## src/hdl/ard_pkg.sv

```systemverilog
package ard_pkg;

    // ==========================================================
    // address map (28-bit physical space, bits 31..28 ignored)
    // ==========================================================
    localparam int          PHYS_W         = 28;
    localparam logic [27:0] IRAM_BASE      = 28'h0000000;
    localparam logic [27:0] IRAM_RSV_LAST  = 28'h00fffff;
    localparam logic [27:0] IRAM_PHYS_LAST = 28'h001ffff;
    localparam logic [27:0] DRAM_BASE      = 28'hfffb000;
    localparam logic [27:0] DRAM_LAST      = 28'hfffefff;
    localparam logic [27:0] DRAM_MIR_BASE  = 28'h3ffb000;
    localparam logic [27:0] DRAM_MIR_LAST  = 28'h3ffefff;
    localparam logic [27:0] PRH_BASE       = 28'hffff000;
    localparam logic [27:0] PRH_LAST       = 28'hfffffff;
    localparam logic [27:0] PRH_MIR_BASE   = 28'h3fff000;
    localparam logic [27:0] PRH_MIR_LAST   = 28'h3ffffff;
    localparam logic [27:0] PROH_LO_BASE   = 28'h3ff8000;
    localparam logic [27:0] PROH_LO_LAST   = 28'h3ffafff;
    localparam logic [27:0] PROH_HI_BASE   = 28'hfff8000;
    localparam logic [27:0] PROH_HI_LAST   = 28'hfffafff;
    localparam logic [27:0] EXT_A_BASE     = 28'h0100000;
    localparam logic [27:0] EXT_A_LAST     = 28'h3ff7fff;
    localparam logic [27:0] EXT_B_BASE     = 28'h4000000;
    localparam logic [27:0] EXT_B_LAST     = 28'hfff7fff;
    localparam logic [27:0] PROG_LAST      = 28'h3ffffff;

    // ==========================================================
    // local offsets, vectors, pointer reach
    // ==========================================================
    localparam int          IRAM_OFS_W     = 17;
    localparam int          DRAM_OFS_W     = 14;
    localparam int          PRH_OFS_W      = 12;
    localparam int          VEC_SHIFT      = 4;
    localparam int          VEC_ID_W       = 7;
    localparam logic [27:0] RESET_VECTOR   = 28'h0100000;
    localparam logic [31:0] PTR_REACH_KB   = 32'h0000_8000;

    // ==========================================================
    // chip-area select: 8 blocks, 4 bits each over two 16-bit cfg
    // ==========================================================
    localparam int          CS_NUM         = 8;
    localparam int          CS_BLK_SHIFT   = 25;
    localparam logic [15:0] CSC_A_RST      = 16'h2c11;
    localparam logic [15:0] CSC_B_RST      = 16'h2c11;

    // ==========================================================
    // types
    // ==========================================================
    typedef enum logic [2:0] {
        RGN_NONE, RGN_IRAM, RGN_DRAM, RGN_PERIPH, RGN_EXT, RGN_PROHIBIT
    } ard_region_t;

    typedef struct packed {
        logic        valid;
        logic        fetch;
        logic        write;
        logic        half;
        logic [31:0] addr;
        logic [15:0] wdata;
    } ard_req_t;

    typedef struct packed {
        logic                  valid;
        ard_region_t           region;
        logic [PHYS_W-1:0]     phys;
        logic [CS_NUM-1:0]     cs;
        logic                  fault;
        logic                  write;
        logic [15:0]           wdata;
        logic [1:0]            wmask;
    } ard_sel_t;

endpackage

```

## src/hdl/ard_cs_map.sv

```systemverilog
module ard_cs_map (
    // cfg
    input  wire logic [15:0]                cfgA,
    input  wire logic [15:0]                cfgB,
    // address
    input  wire logic [ard_pkg::PHYS_W-1:0] phys,
    input  wire logic                       extHit,
    // select
    output logic [ard_pkg::CS_NUM-1:0]      cs
);
    // ==========================================================
    // block select
    // ==========================================================
    // each block's 4-bit field in the cfg words picks, in its low 3 bits, which cs line may drive
    wire logic [2:0]  blkIdx = phys[27:25];
    wire logic [31:0] cfgAll = {cfgB, cfgA};
    wire logic [3:0]  nib    = cfgAll[{blkIdx, 2'b00} +: 4];
    wire logic [2:0]  csNum  = nib[2:0];

    always_comb begin
        cs = '0;
        if (extHit) begin
            cs[csNum] = 1'b1;
        end
    end
endmodule

```

## src/hdl/address_region_decoder.sv

```systemverilog
// Operation
// RULE1: data RAM at FFFB000..FFFEFFF, 16 KB
// RULE2: 3FFB000..3FFEFFF mirrors the data RAM; the code folds only 3FFB000..3FFBFFF onto it
// RULE3: requesters avoid external access to holes
// RULE4: software never executes from data RAM
// RULE5: 4 KB peripheral window at FFFF000
// RULE6: peripheral mirror at 3FFF000 is prohibited
// RULE7: no instruction fetch from peripheral window
// RULE8: halfword to byte register: low byte only
// RULE9: 8-bit registers use byte accesses only
// RULE10: undefined peripheral addresses are reserved
// RULE11: DMA never uses the peripheral mirror
// RULE12: 256 MB external, fetch in lower 64 MB
// RULE13: route external windows to external bus
// RULE14: chip select chosen by two config words
// RULE15: never external cycle for internal regions
// RULE16: pointer plus/minus 32 KB reachable directly
// RULE17: address bits 31..28 are ignored
// RULE18: 128 KB physical instruction RAM at zero
// RULE19: vectors spaced 16 bytes in instruction RAM
// RULE20: one region or prohibited, same cycle
module address_region_decoder #(
    parameter int CS_N = ard_pkg::CS_NUM
) (
    // clock and reset
    input  wire logic                       core_clk,
    input  wire logic                       nrst,
    // access request
    input  wire ard_pkg::ard_req_t          req,
    input  wire logic                       reqDma,
    // chip-area config
    input  wire logic [15:0]                chip_area_select_cfg_a,
    input  wire logic [15:0]                chip_area_select_cfg_b,
    // pointer-relative operand
    input  wire logic [31:0]                ptrBase,
    input  wire logic [15:0]                ptrDisp,
    input  wire logic                       ptrUse,
    // byte-register attribute of peripheral target
    input  wire logic                       prhByteReg,
    // vector request
    input  wire logic                       vecReq,
    input  wire logic [ard_pkg::VEC_ID_W-1:0] vecId,
    // decoded result
    output ard_pkg::ard_sel_t               sel_r,
    output logic                            readHiUndef_r,
    output logic                            vecValid_r,
    output logic [31:0]                     vecAddr_r
);
    // ==========================================================
    // helpers
    // ==========================================================
    function automatic logic inRange(
        input logic [ard_pkg::PHYS_W-1:0] a,
        input logic [ard_pkg::PHYS_W-1:0] lo,
        input logic [ard_pkg::PHYS_W-1:0] hi
    );
        inRange = (a >= lo) && (a <= hi);
    endfunction

    // ==========================================================
    // effective address
    // ==========================================================
    // sign-extended 16-bit displacement gives a +/-32 KB reach
    wire logic [31:0] dispExt = {{16{ptrDisp[15]}}, ptrDisp};
    wire logic [31:0] ptrSum  = ptrBase + dispExt; // RULE16
    wire logic [31:0] effAddr = ptrUse ? ptrSum : req.addr;
    // upper four bits dropped: all sixteen images alias
    wire logic [27:0] phys    = effAddr[27:0]; // RULE17

    // ==========================================================
    // region hits
    // ==========================================================
    wire logic hitIram    = inRange(phys, ard_pkg::IRAM_BASE, ard_pkg::IRAM_RSV_LAST);
    wire logic hitIramPhy = inRange(phys, ard_pkg::IRAM_BASE, ard_pkg::IRAM_PHYS_LAST); // RULE18
    wire logic hitDram    = inRange(phys, ard_pkg::DRAM_BASE, ard_pkg::DRAM_LAST); // RULE1
    wire logic hitDramMir = inRange(phys, ard_pkg::DRAM_MIR_BASE,
                                    ard_pkg::DRAM_MIR_LAST); // RULE2
    wire logic hitPrh     = inRange(phys, ard_pkg::PRH_BASE, ard_pkg::PRH_LAST); // RULE5
    wire logic hitPrhMir  = inRange(phys, ard_pkg::PRH_MIR_BASE, ard_pkg::PRH_MIR_LAST);
    wire logic hitHoleLo  = inRange(phys, ard_pkg::PROH_LO_BASE, ard_pkg::PROH_LO_LAST);
    wire logic hitHoleHi  = inRange(phys, ard_pkg::PROH_HI_BASE, ard_pkg::PROH_HI_LAST);
    wire logic hitExt     = inRange(phys, ard_pkg::EXT_A_BASE, ard_pkg::EXT_A_LAST)
                          | inRange(phys, ard_pkg::EXT_B_BASE, ard_pkg::EXT_B_LAST); // RULE13
    wire logic progSpace  = phys <= ard_pkg::PROG_LAST;

    // ==========================================================
    // faults
    // ==========================================================
    // unpopulated part of the instruction RAM reservation is refused,
    // never passed out to the external bus
    wire logic iramHole   = hitIram & ~hitIramPhy;
    // holes and the peripheral mirror are flagged rather than served;
    // this covers DMA misuse of the mirror as well
    wire logic holeFault  = hitHoleLo | hitHoleHi | hitPrhMir; // RULE6 RULE11 RULE3
    wire logic fetchFault = req.fetch & (hitPrh | hitDram | hitDramMir
                                         | ~progSpace); // RULE7 RULE4 RULE12
    wire logic anyFault   = holeFault | fetchFault | iramHole;

    // ==========================================================
    // region choice, one at most
    // ==========================================================
    ard_pkg::ard_region_t region;
    always_comb begin
        region = ard_pkg::RGN_NONE;
        if (anyFault) begin
            region = ard_pkg::RGN_PROHIBIT;
        end else if (hitIramPhy) begin
            region = ard_pkg::RGN_IRAM;
        end else if (hitDram | hitDramMir) begin
            region = ard_pkg::RGN_DRAM;
        end else if (hitPrh) begin
            region = ard_pkg::RGN_PERIPH;
        end else if (hitExt) begin
            region = ard_pkg::RGN_EXT;
        end
    end // RULE20

    // mirror keeps phys[13:0] under DRAM_BASE[27:14]: only 3FFB000..3FFBFFF lands on data RAM, the rest on FFF8000..FFFAFFF
    wire logic [27:0] physOut = hitDramMir ?
        {ard_pkg::DRAM_BASE[27:14], phys[13:0]} : phys; // RULE2

    // external cycle only when nothing internal claimed the address
    wire logic extGo = req.valid & (region == ard_pkg::RGN_EXT); // RULE15

    wire logic [CS_N-1:0] csNext;
    ard_cs_map u_cs (
        .cfgA   (chip_area_select_cfg_a),
        .cfgB   (chip_area_select_cfg_b),
        .phys   (phys),
        .extHit (extGo),
        .cs     (csNext)
    ); // RULE14

    // ==========================================================
    // width handling for byte peripheral registers
    // ==========================================================
    // a halfword hitting a byte register writes the low lane only
    wire logic byteCase  = (region == ard_pkg::RGN_PERIPH) & prhByteReg & req.half;
    wire logic [1:0] wmask = req.write ? ((req.half & ~byteCase) ? 2'b11 : 2'b01)
                                       : 2'b00; // RULE8 RULE9 RULE10

    // ==========================================================
    // vectors: fixed 16-byte stride from address zero
    // ==========================================================
    wire logic [31:0] vecNext = {{(32-ard_pkg::VEC_ID_W-ard_pkg::VEC_SHIFT){1'b0}},
                                 vecId, 4'h0}; // RULE19

    // ==========================================================
    // next values
    // ==========================================================
    // a refused access keeps its decode visible but drives no cycle
    wire logic                 accept      = req.valid & ~anyFault;
    wire ard_pkg::ard_region_t region_nxt  = req.valid ? region : ard_pkg::RGN_NONE;
    wire logic                 fault_nxt   = req.valid & anyFault;
    wire logic                 write_nxt   = accept & req.write;
    wire logic [15:0]          wdata_nxt   = byteCase ? {8'h00, req.wdata[7:0]}
                                                      : req.wdata; // RULE8
    wire logic [1:0]           wmask_nxt   = accept ? wmask : 2'b00;
    // the upper byte of such a read is not driven by the register
    wire logic                 hiUndef_nxt = req.valid & ~req.write & byteCase; // RULE8

    ard_pkg::ard_sel_t sel_nxt;
    assign sel_nxt.valid  = req.valid;
    assign sel_nxt.region = region_nxt;
    assign sel_nxt.phys   = physOut;
    assign sel_nxt.cs     = csNext;
    assign sel_nxt.fault  = fault_nxt;
    assign sel_nxt.write  = write_nxt;
    assign sel_nxt.wdata  = wdata_nxt;
    assign sel_nxt.wmask  = wmask_nxt;

    // ==========================================================
    // registered access result
    // ==========================================================
    always_ff @(posedge core_clk or negedge nrst) begin
        if (!nrst) begin
            sel_r         <= '0;
            readHiUndef_r <= 1'b0;
        end else begin
            sel_r         <= sel_nxt;
            readHiUndef_r <= hiUndef_nxt;
        end
    end

    // ==========================================================
    // registered vector lookup
    // ==========================================================
    // kept apart from the access path: a vector and an access may share a cycle
    always_ff @(posedge core_clk or negedge nrst) begin
        if (!nrst) begin
            vecValid_r <= 1'b0;
            vecAddr_r  <= 32'h0000_0000;
        end else begin
            vecValid_r <= vecReq;
            vecAddr_r  <= vecNext; // RULE19
        end
    end
endmodule

```

## config.mk

```make
export PLATFORM = sky130hd
export DESIGN_NAME = address_region_decoder
export DESIGN_NICKNAME = d
export VERILOG_FILES = /design/src/hdl/ard_pkg.sv /design/src/hdl/ard_cs_map.sv /design/src/hdl/address_region_decoder.sv
export SDC_FILE = /design/constraint.sdc
export NUM_CORES = 1
export LEC_CHECK = 0
export BUFFER_PORTS_ARGS = -buffer_cell sky130_fd_sc_hd__buf_2
export CORE_MARGIN = 2
export CORE_UTILIZATION = 35
export DETAILED_ROUTE_END_ITERATION = 12
export PLACE_DENSITY = 0.72
export SLEW_MARGIN = 10
export SYNTH_ARGS = -nofsm -noshare
export SYNTH_HDL_FRONTEND = slang
export SYNTH_SLANG_ARGS = --single-unit
```

## constraint.sdc

```tcl
create_clock -name core_clk -period 0.8 [get_ports core_clk]
set_clock_uncertainty 0.1 [all_clocks]
set_input_delay 0.04 -clock core_clk [delete_from_list [all_inputs] [get_ports core_clk]]
set_output_delay 0.04 -clock core_clk [all_outputs]
set_load 0.05 [all_outputs]
```

==> impl_metrics.py, run 1 <==
metrics = {
    "global_route": {
        "grt_pass1_vias": 5842,
        "grtUsageTotal_pct": 24.2,
        "antenna_found_initial": 0,
        "grt-ovfl-total": 0,
        "grt_max_degree": 24,
        "grt_pass1_wl_um": 28500,
    },
    "status": {
        "violations": "hold timing, setup timing",
        "status": "finished, violations left",
    },
    "hold_path": {
        "hold_path_class": "in2reg",
        "holdPathEnd": "sel_r[34]",
        "hold_path_depth": 2,
        "min_from": "req[22]",
    },
    "worst_setup_path": {
        "cp_cell_sequence": "buf_6 -> ha_4 -> buf_4 -> buf_6 -> a211o_1 -> a21oi_2 -> o22ai_2 -> nor4_2 -> a311oi_2 -> mux2_4 -> or4_4 -> a22o_4 -> or3b_4 -> buf_6 -> nor3b_2",
        "crit_slowest_cell": "or4_4",
        "crit_arrival_ns": 3.27,
        "critPathMaxStageDelay_ns": 0.54,
        "worst-path-max-fanout": 4,
        "critPathLaunchType": "input port",
        "worst-setup-path-type": "in2reg",
        "crit_path_end_kind": "flip-flop",
        "cp.required_ns": 0.95,
        "path_common_cell": "buf_6",
    },
    "synthesis": {
        "synth_edf_count": 0,
        "synthTopCellsByArea": "dfrtp_1, ha_1, mux2i_1",
        "ys_types": 70,
        "synth_top_cells_by_count": "dfrtp_1, nand2_1, a21oi_1",
        "syn_area_mm2": 0.00496,
        "synth_warnings": 0,
        "synth_top_area_cell": "dfrtp_1",
        "ys_ff_latch": 68,
        "yosysMostFrequentCell": "dfrtp_1",
        "ys.flop_type": "dfrtp_1",
        "syn_area_per_cell_um2": 9.42,
        "ys_seq_area_share_pct": 34.3,
        "synthArstFlopShare_pct": 100,
        "synthCells": 527,
        "yosysTopAreaCellShare_pct": 34.3,
    },
    "power_and_ir_drop": {
        "power_density_mw_per_mm2": 1690,
        "ir_worst_vdd_v": 0.00137,
        "leakage_nw": 4.58,
        "p_total_mw": 16.4,
    },
    "drt": {
        "wl_met1_um": 7480,
        "routed_wl_um": 19200,
        "top_layer_used": "met4",
        "drtIter0Drc": 251,
        "ant_nets": 0,
        "dr_wl_met2_um": 9850,
        "dr_wl_met3_um": 1140,
        "first_pass_iters": 4,
        "viasPerCell": 5.13,
        "wire_per_inst_um": 17.1,
        "vias": 5770,
        "drc": 0,
    },
    "clock_network": {
        "clockBufferDepth": 2,
        "cts_tree": "done",
        "cts-root-buf": "clkbuf_16",
        "cts-buffers-inserted": 9,
        "clkSlewWorstSetupHoldPaths_ns": 0.06,
        "postCtsHoldBufs": 29,
        "cts_max_level": 3,
        "cts_sinks": 68,
    },
    "flow_run": {
        "maxCapViolCount": 0,
    },
    "finish": {
        "fin_nets": 1112,
        "antenna_cells": 0,
        "final_cell_area_mm2": 0.00973,
        "drive_gt1_share_pct": 60.0,
        "fillCellCount": 945,
        "synthToLayoutAreaGrowth_pct": 96.0,
    },
    "sta": {
        "period_share_pct": 390,
        "whs_ns": -0.163,
        "timing.final.ws_setup_ns": -2.32,
        "finalHoldViolations": 17,
        "finalCriticalPeriod_ns": 3.12,
        "rsz0062_at_grt": "yes",
        "maxSlewViolCount": 0,
        "setup_viol": 119,
        "fmax_ghz": 0.320,
    },
    "place": {
        "gp_congestion": 0.925,
        "place_ws_ns": -2.69,
        "port-buffer-count": 196,
        "dpl_cell_area_mm2": 0.00772,
        "dp_hpwl_um": 13400,
    },
    "floorplanning": {
        "start_util_pct": 35.7,
        "std_cell_rows": 43,
        "num_io_pins": 239,
        "dieWidth_um": 123,
        "die_h_um": 123,
        "die_area_mm2": 0.0151,
        "core-area_mm2": 0.0139,
    },
}
## worst max-delay path by stage
stage	endpoint	slack, ns	startpoint
floorplan	readHiUndef_r	-2.44	ptrBase[0]
global placement	sel_r[24]	-2.62	ptrBase[0]
detailed placement	sel_r[22]	-2.69	ptrBase[0]
CTS	sel_r[11]	-2.24	ptrDisp[0]
global route	sel_r[14]	-2.50	ptrBase[0]
finish	sel_r[24]	-2.32	ptrBase[0]
## cells by family (layout without fill, tap and decap cells)
family                   count (synthesis)  in the layout  synth area share (%)
AND/OR/NAND/NOR                        157            157                  17.7
AO/OA/AOI/OAI                          146            146                  20.1
flip-flops                              68             68                  34.3
buffers and inverters                   61            454                  7.19
multiplexers                            48             48                  10.2
adder cells (fa/ha/maj)                 28             28                  7.21
XOR/XNOR                                18             18                  3.18
other                                    1             25                0.0756
## state kept, by name (all words and copies together) (netlist names)
| register | count |
|---|---|
| readHiUndef_r | 1 |
| sel_r | 59 |
| vecAddr_r | 7 |
| vecValid_r | 1 |
## area by class of cell
type / count / area, um2 / share of cell area (%)
clock buffers: 9 / 225 / 2.32
clock inverters: 7 / 98.8 / 1.02
inverters: 10 / 37.5 / 0.386
multi-input cells: 422 / 3940 / 40.5
flip-flops and latches: 68 / 1700 / 17.5
well taps: 180 / 225 / 2.32
repair buffers: 428 / 3500 / 35.9
## per-stage QoR
step,setup TNS (ns),std cells,utilization [%]
after floorplan,-76.68,551,-
after global placement,-95.11,1044,55.6
after detailed placement,-96.85,1044,55.6
after CTS,-90.53,1118,68.0
after global routing,-101.26,1124,70.1
final,-94.91,1124,70.1
## critical path, delay by kind of cell
kind            cells  cell delay, ns
fa+ha+maj           1            0.16
mux                 1            0.29
compound gates      5            0.97
simple gates        4            1.32
buf+inv             4            0.49
## layer usage
layer  vias to the layer above  GRT usage [%]
met5                         -              0
met4                         0           11.5
met3                        57           4.24
met2                       233           43.8
met1                      2758           27.6
li1                       2722              -
## power by group
part           switching (mW)  leakage, nW  internal, mW
Clock                    1.50        0.156          2.75
Sequential              0.167        0.820          3.76
Combinational            4.35         3.61          3.91
Total                    6.01         4.58          10.4
## cells in the final DEF (no fill, tap or decap), types with 17 or more instances in the layout
master,synthesis,layout
dlygate4sd3_1,0,28
conb_1,1,25
mux2i_1,26,23
a21oi_1,39,22
ha_4,0,24
mux2_4,0,17
buf_2,8,118
buf_6,0,114
nand2_1,43,36
nor2_1,28,23
dfrtp_1,68,67
buf_4,31,161
## what timing repair did
action | CTS | global route
pin swaps | 57 | 21
resized for setup | 228 | 50
setup endpoints to repair | 119 | 121
hold endpoints to repair | 118 | 18
setup buffers | 31 | 8
cloned | 0 | 0
Power figures use the tool's default switching activity.
==> run 2: changes to the inputs <==
--- a/config.mk
+++ b/config.mk
@@ -8,8 +8,10 @@
 export BUFFER_PORTS_ARGS = -buffer_cell sky130_fd_sc_hd__buf_2
 export CORE_MARGIN = 2
 export CORE_UTILIZATION = 35
+export CTS_CLUSTER_DIAMETER = 60
 export DETAILED_ROUTE_END_ITERATION = 12
-export PLACE_DENSITY = 0.72
+export PLACE_DENSITY = 0.75
+export RECOVER_POWER = 100
 export SLEW_MARGIN = 10
 export SYNTH_ARGS = -nofsm -noshare
 export SYNTH_HDL_FRONTEND = slang
==> constraint.sdc (replaced) <==
create_clock -name core_clk -period 2.76 [get_ports core_clk]
set_clock_uncertainty 0.1 [all_clocks]
set_input_delay 0.138 -clock core_clk [delete_from_list [all_inputs] [get_ports core_clk]]
set_output_delay 0.138 -clock core_clk [all_outputs]
set_load 0.05 [all_outputs]
==> impl_metrics.py, run 2 (synthesis results as in run 1) <==
metrics = {
    "sta": {
        "period_share_pct": 119,
        "fmax_ghz": 0.304,
        "maxSlewViolCount": 35,
        "tightest_slew_ns": 1.78,
        "finalHoldViolations": 0,
        "timing.final.ws_setup_ns": -0.530,
        "slew_headroom_pct": -18.6,
        "rsz0062_at_grt": "yes",
        "finalCriticalPeriod_ns": 3.29,
        "fin_tns_setup_ns": -10.53,
        "setup_viol": 26,
        "whs_ns": 0.00553,
    },
    "global_route": {
        "grtUsageTotal_pct": 23.0,
        "grt_pass1_wl_um": 27000,
        "grt-ovfl-total": 0,
        "antenna_found_initial": 1,
        "grt_pass1_vias": 5465,
        "grt_max_degree": 36,
    },
    "finish": {
        "fillCellCount": 1151,
        "final_common_cell": "buf_4",
        "utilization_pct": 61.4,
        "synthToLayoutAreaGrowth_pct": 71.8,
        "fin_nets": 1090,
        "largest_reg_flops": 59,
        "antenna_cells": 0,
        "regMostFlops": "sel_r",
        "mostFrequentLayoutCells": "buf_4, buf_2, clkbuf_1, dfrtp_1, dlygate4sd3_1",
        "reg_top3": "sel_r (59), vecAddr_r (7)",
        "drive_gt1_share_pct": 45.2,
        "final_cell_area_mm2": 0.00852,
    },
    "floorplanning": {
        "die_area_mm2": 0.0151,
        "std_cell_rows": 43,
        "die_h_um": 123,
        "num_io_pins": 239,
        "core-area_mm2": 0.0139,
        "dieWidth_um": 123,
        "start_util_pct": 35.7,
    },
    "drt": {
        "routed_wl_um": 18500,
        "wire_per_inst_um": 16.8,
        "ant_nets": 0,
        "drc": 0,
        "viasPerCell": 5.12,
        "drtIter0Drc": 385,
        "first_pass_iters": 6,
        "vias": 5637,
    },
    "worst_setup_path": {
        "critPathLaunchType": "input port",
        "cp_cell_sequence": "buf_8 -> ha_4 -> buf_4 -> a211o_1 -> buf_6 -> a21oi_4 -> o22ai_2 -> nor4_1 -> a311oi_2 -> mux2_4 -> or4_4 -> a22o_4 -> or3b_4 -> nor4bb_4",
        "crit_buf_inv": 3,
        "path_delay_family": "simple AND/OR/NAND/NOR gates",
        "worst-setup-path-type": "in2reg",
        "cp.required_ns": 2.89,
        "worst-path-max-fanout": 4,
        "crit_slowest_cell": "or3b_4",
        "crit_path_end_kind": "flip-flop",
        "critPathMaxStageDelay_ns": 0.44,
        "crit_arrival_ns": 3.42,
    },
    "place": {
        "dp_hpwl_um": 13300,
        "gp_congestion": 0.917,
        "port-buffer-count": 196,
        "dpl_cell_area_mm2": 0.00714,
    },
    "flow_run": {
        "maxCapViolCount": 1,
    },
    "hold_path": {
        "hold_path_depth": 2,
        "hold_path_class": "in2reg",
        "min_from": "req[24]",
        "holdPathEnd": "sel_r[36]",
    },
    "clock_network": {
        "cts_max_level": 3,
        "cts-root-buf": "clkbuf_16",
        "clockBufferDepth": 2,
        "clkSlewWorstSetupHoldPaths_ns": 0.05,
        "cts-buffers-inserted": 9,
        "cts_sinks": 68,
        "cts_tree": "done",
    },
    "status": {
        "status": "finished, violations left",
        "violations": "capacitance limit, slew limit, setup timing",
    },
    "power_and_ir_drop": {
        "leakage_nw": 3.99,
        "ir_worst_vdd_v": 0.000330,
        "power_density_mw_per_mm2": 514,
    },
}
run 2: changes by cell type in the layout (fill, tap and decap cells not counted), sizes merged:
| cell | previous run | this run |
|---|---|---|
| inv | 12 | 10 |
| buf | 399 | 286 |
| clkinvlp | 1 | 0 |
| clkbuf | 9 | 88 |
| dlygate4sd3 | 28 | 43 |
| dlymetal6s4s | 1 | 0 |
run 2: where the power goes:
| part | switching [mW] | internal (mW) |
|---|---|---|
| registers | 0.0308 | 1.09 |
| clock network | 0.432 | 0.811 |
| logic | 1.19 | 0.830 |
run 2: how the worst max path moves through the flow:
stage	from	to	slack [ns]	cells after the start
after global routing	ptrBase[0]	sel_r[27]	-0.66	15
after CTS	ptrBase[0]	sel_r[27]	-0.46	15
after global placement	ptrBase[1]	sel_r[24]	-0.89	13
after floorplan	ptrBase[0]	readHiUndef_r	-0.58	12
final	ptrBase[0]	sel_r[27]	-0.53	14
after detailed placement	ptrBase[0]	sel_r[27]	-0.97	15
run 2: per-layer routing:
| metal | wire, um | GRT usage [%] | vias to the layer above |
|---|---|---|---|
| met2 | 8830 | 38.4 | 274 |
| met5 | 16 | 0 | - |
| met4 | 709 | 9.73 | 2 |
| li1 | - | - | 2693 |
| met1 | 7380 | 28.5 | 2624 |
| met3 | 1520 | 5.40 | 44 |
run 2: timing repair:
item                                    CTS  global route
gates resized for setup                  51            64
hold buffers                             43             0
setup buffers                            12            10
endpoints found under the setup margin   26            26
hold endpoints to repair                 77             0
pin swaps                                29            27
run 2: layout make-up:
class,instances,area [um2],share of cell area (%)
multi-input combinational,422,3580,42.0
timing repair buffer,406,2660,31.2
sequential,68,1700,20.0
clock buffer,11,243,2.85
tap,180,225,2.64
clock inverter,4,73.8,0.866
inverter,10,37.5,0.440
run 2: through the flow:
stage	power [mW]	std cells	setup slack (ns)
detailed placement	2.89	1023	-0.973
finish	4.38	1101	-0.530
global route	4.59	1101	-0.657
CTS	4.27	1092	-0.462
global placement	2.87	1023	-0.893
floorplan	2.23	551	-0.585
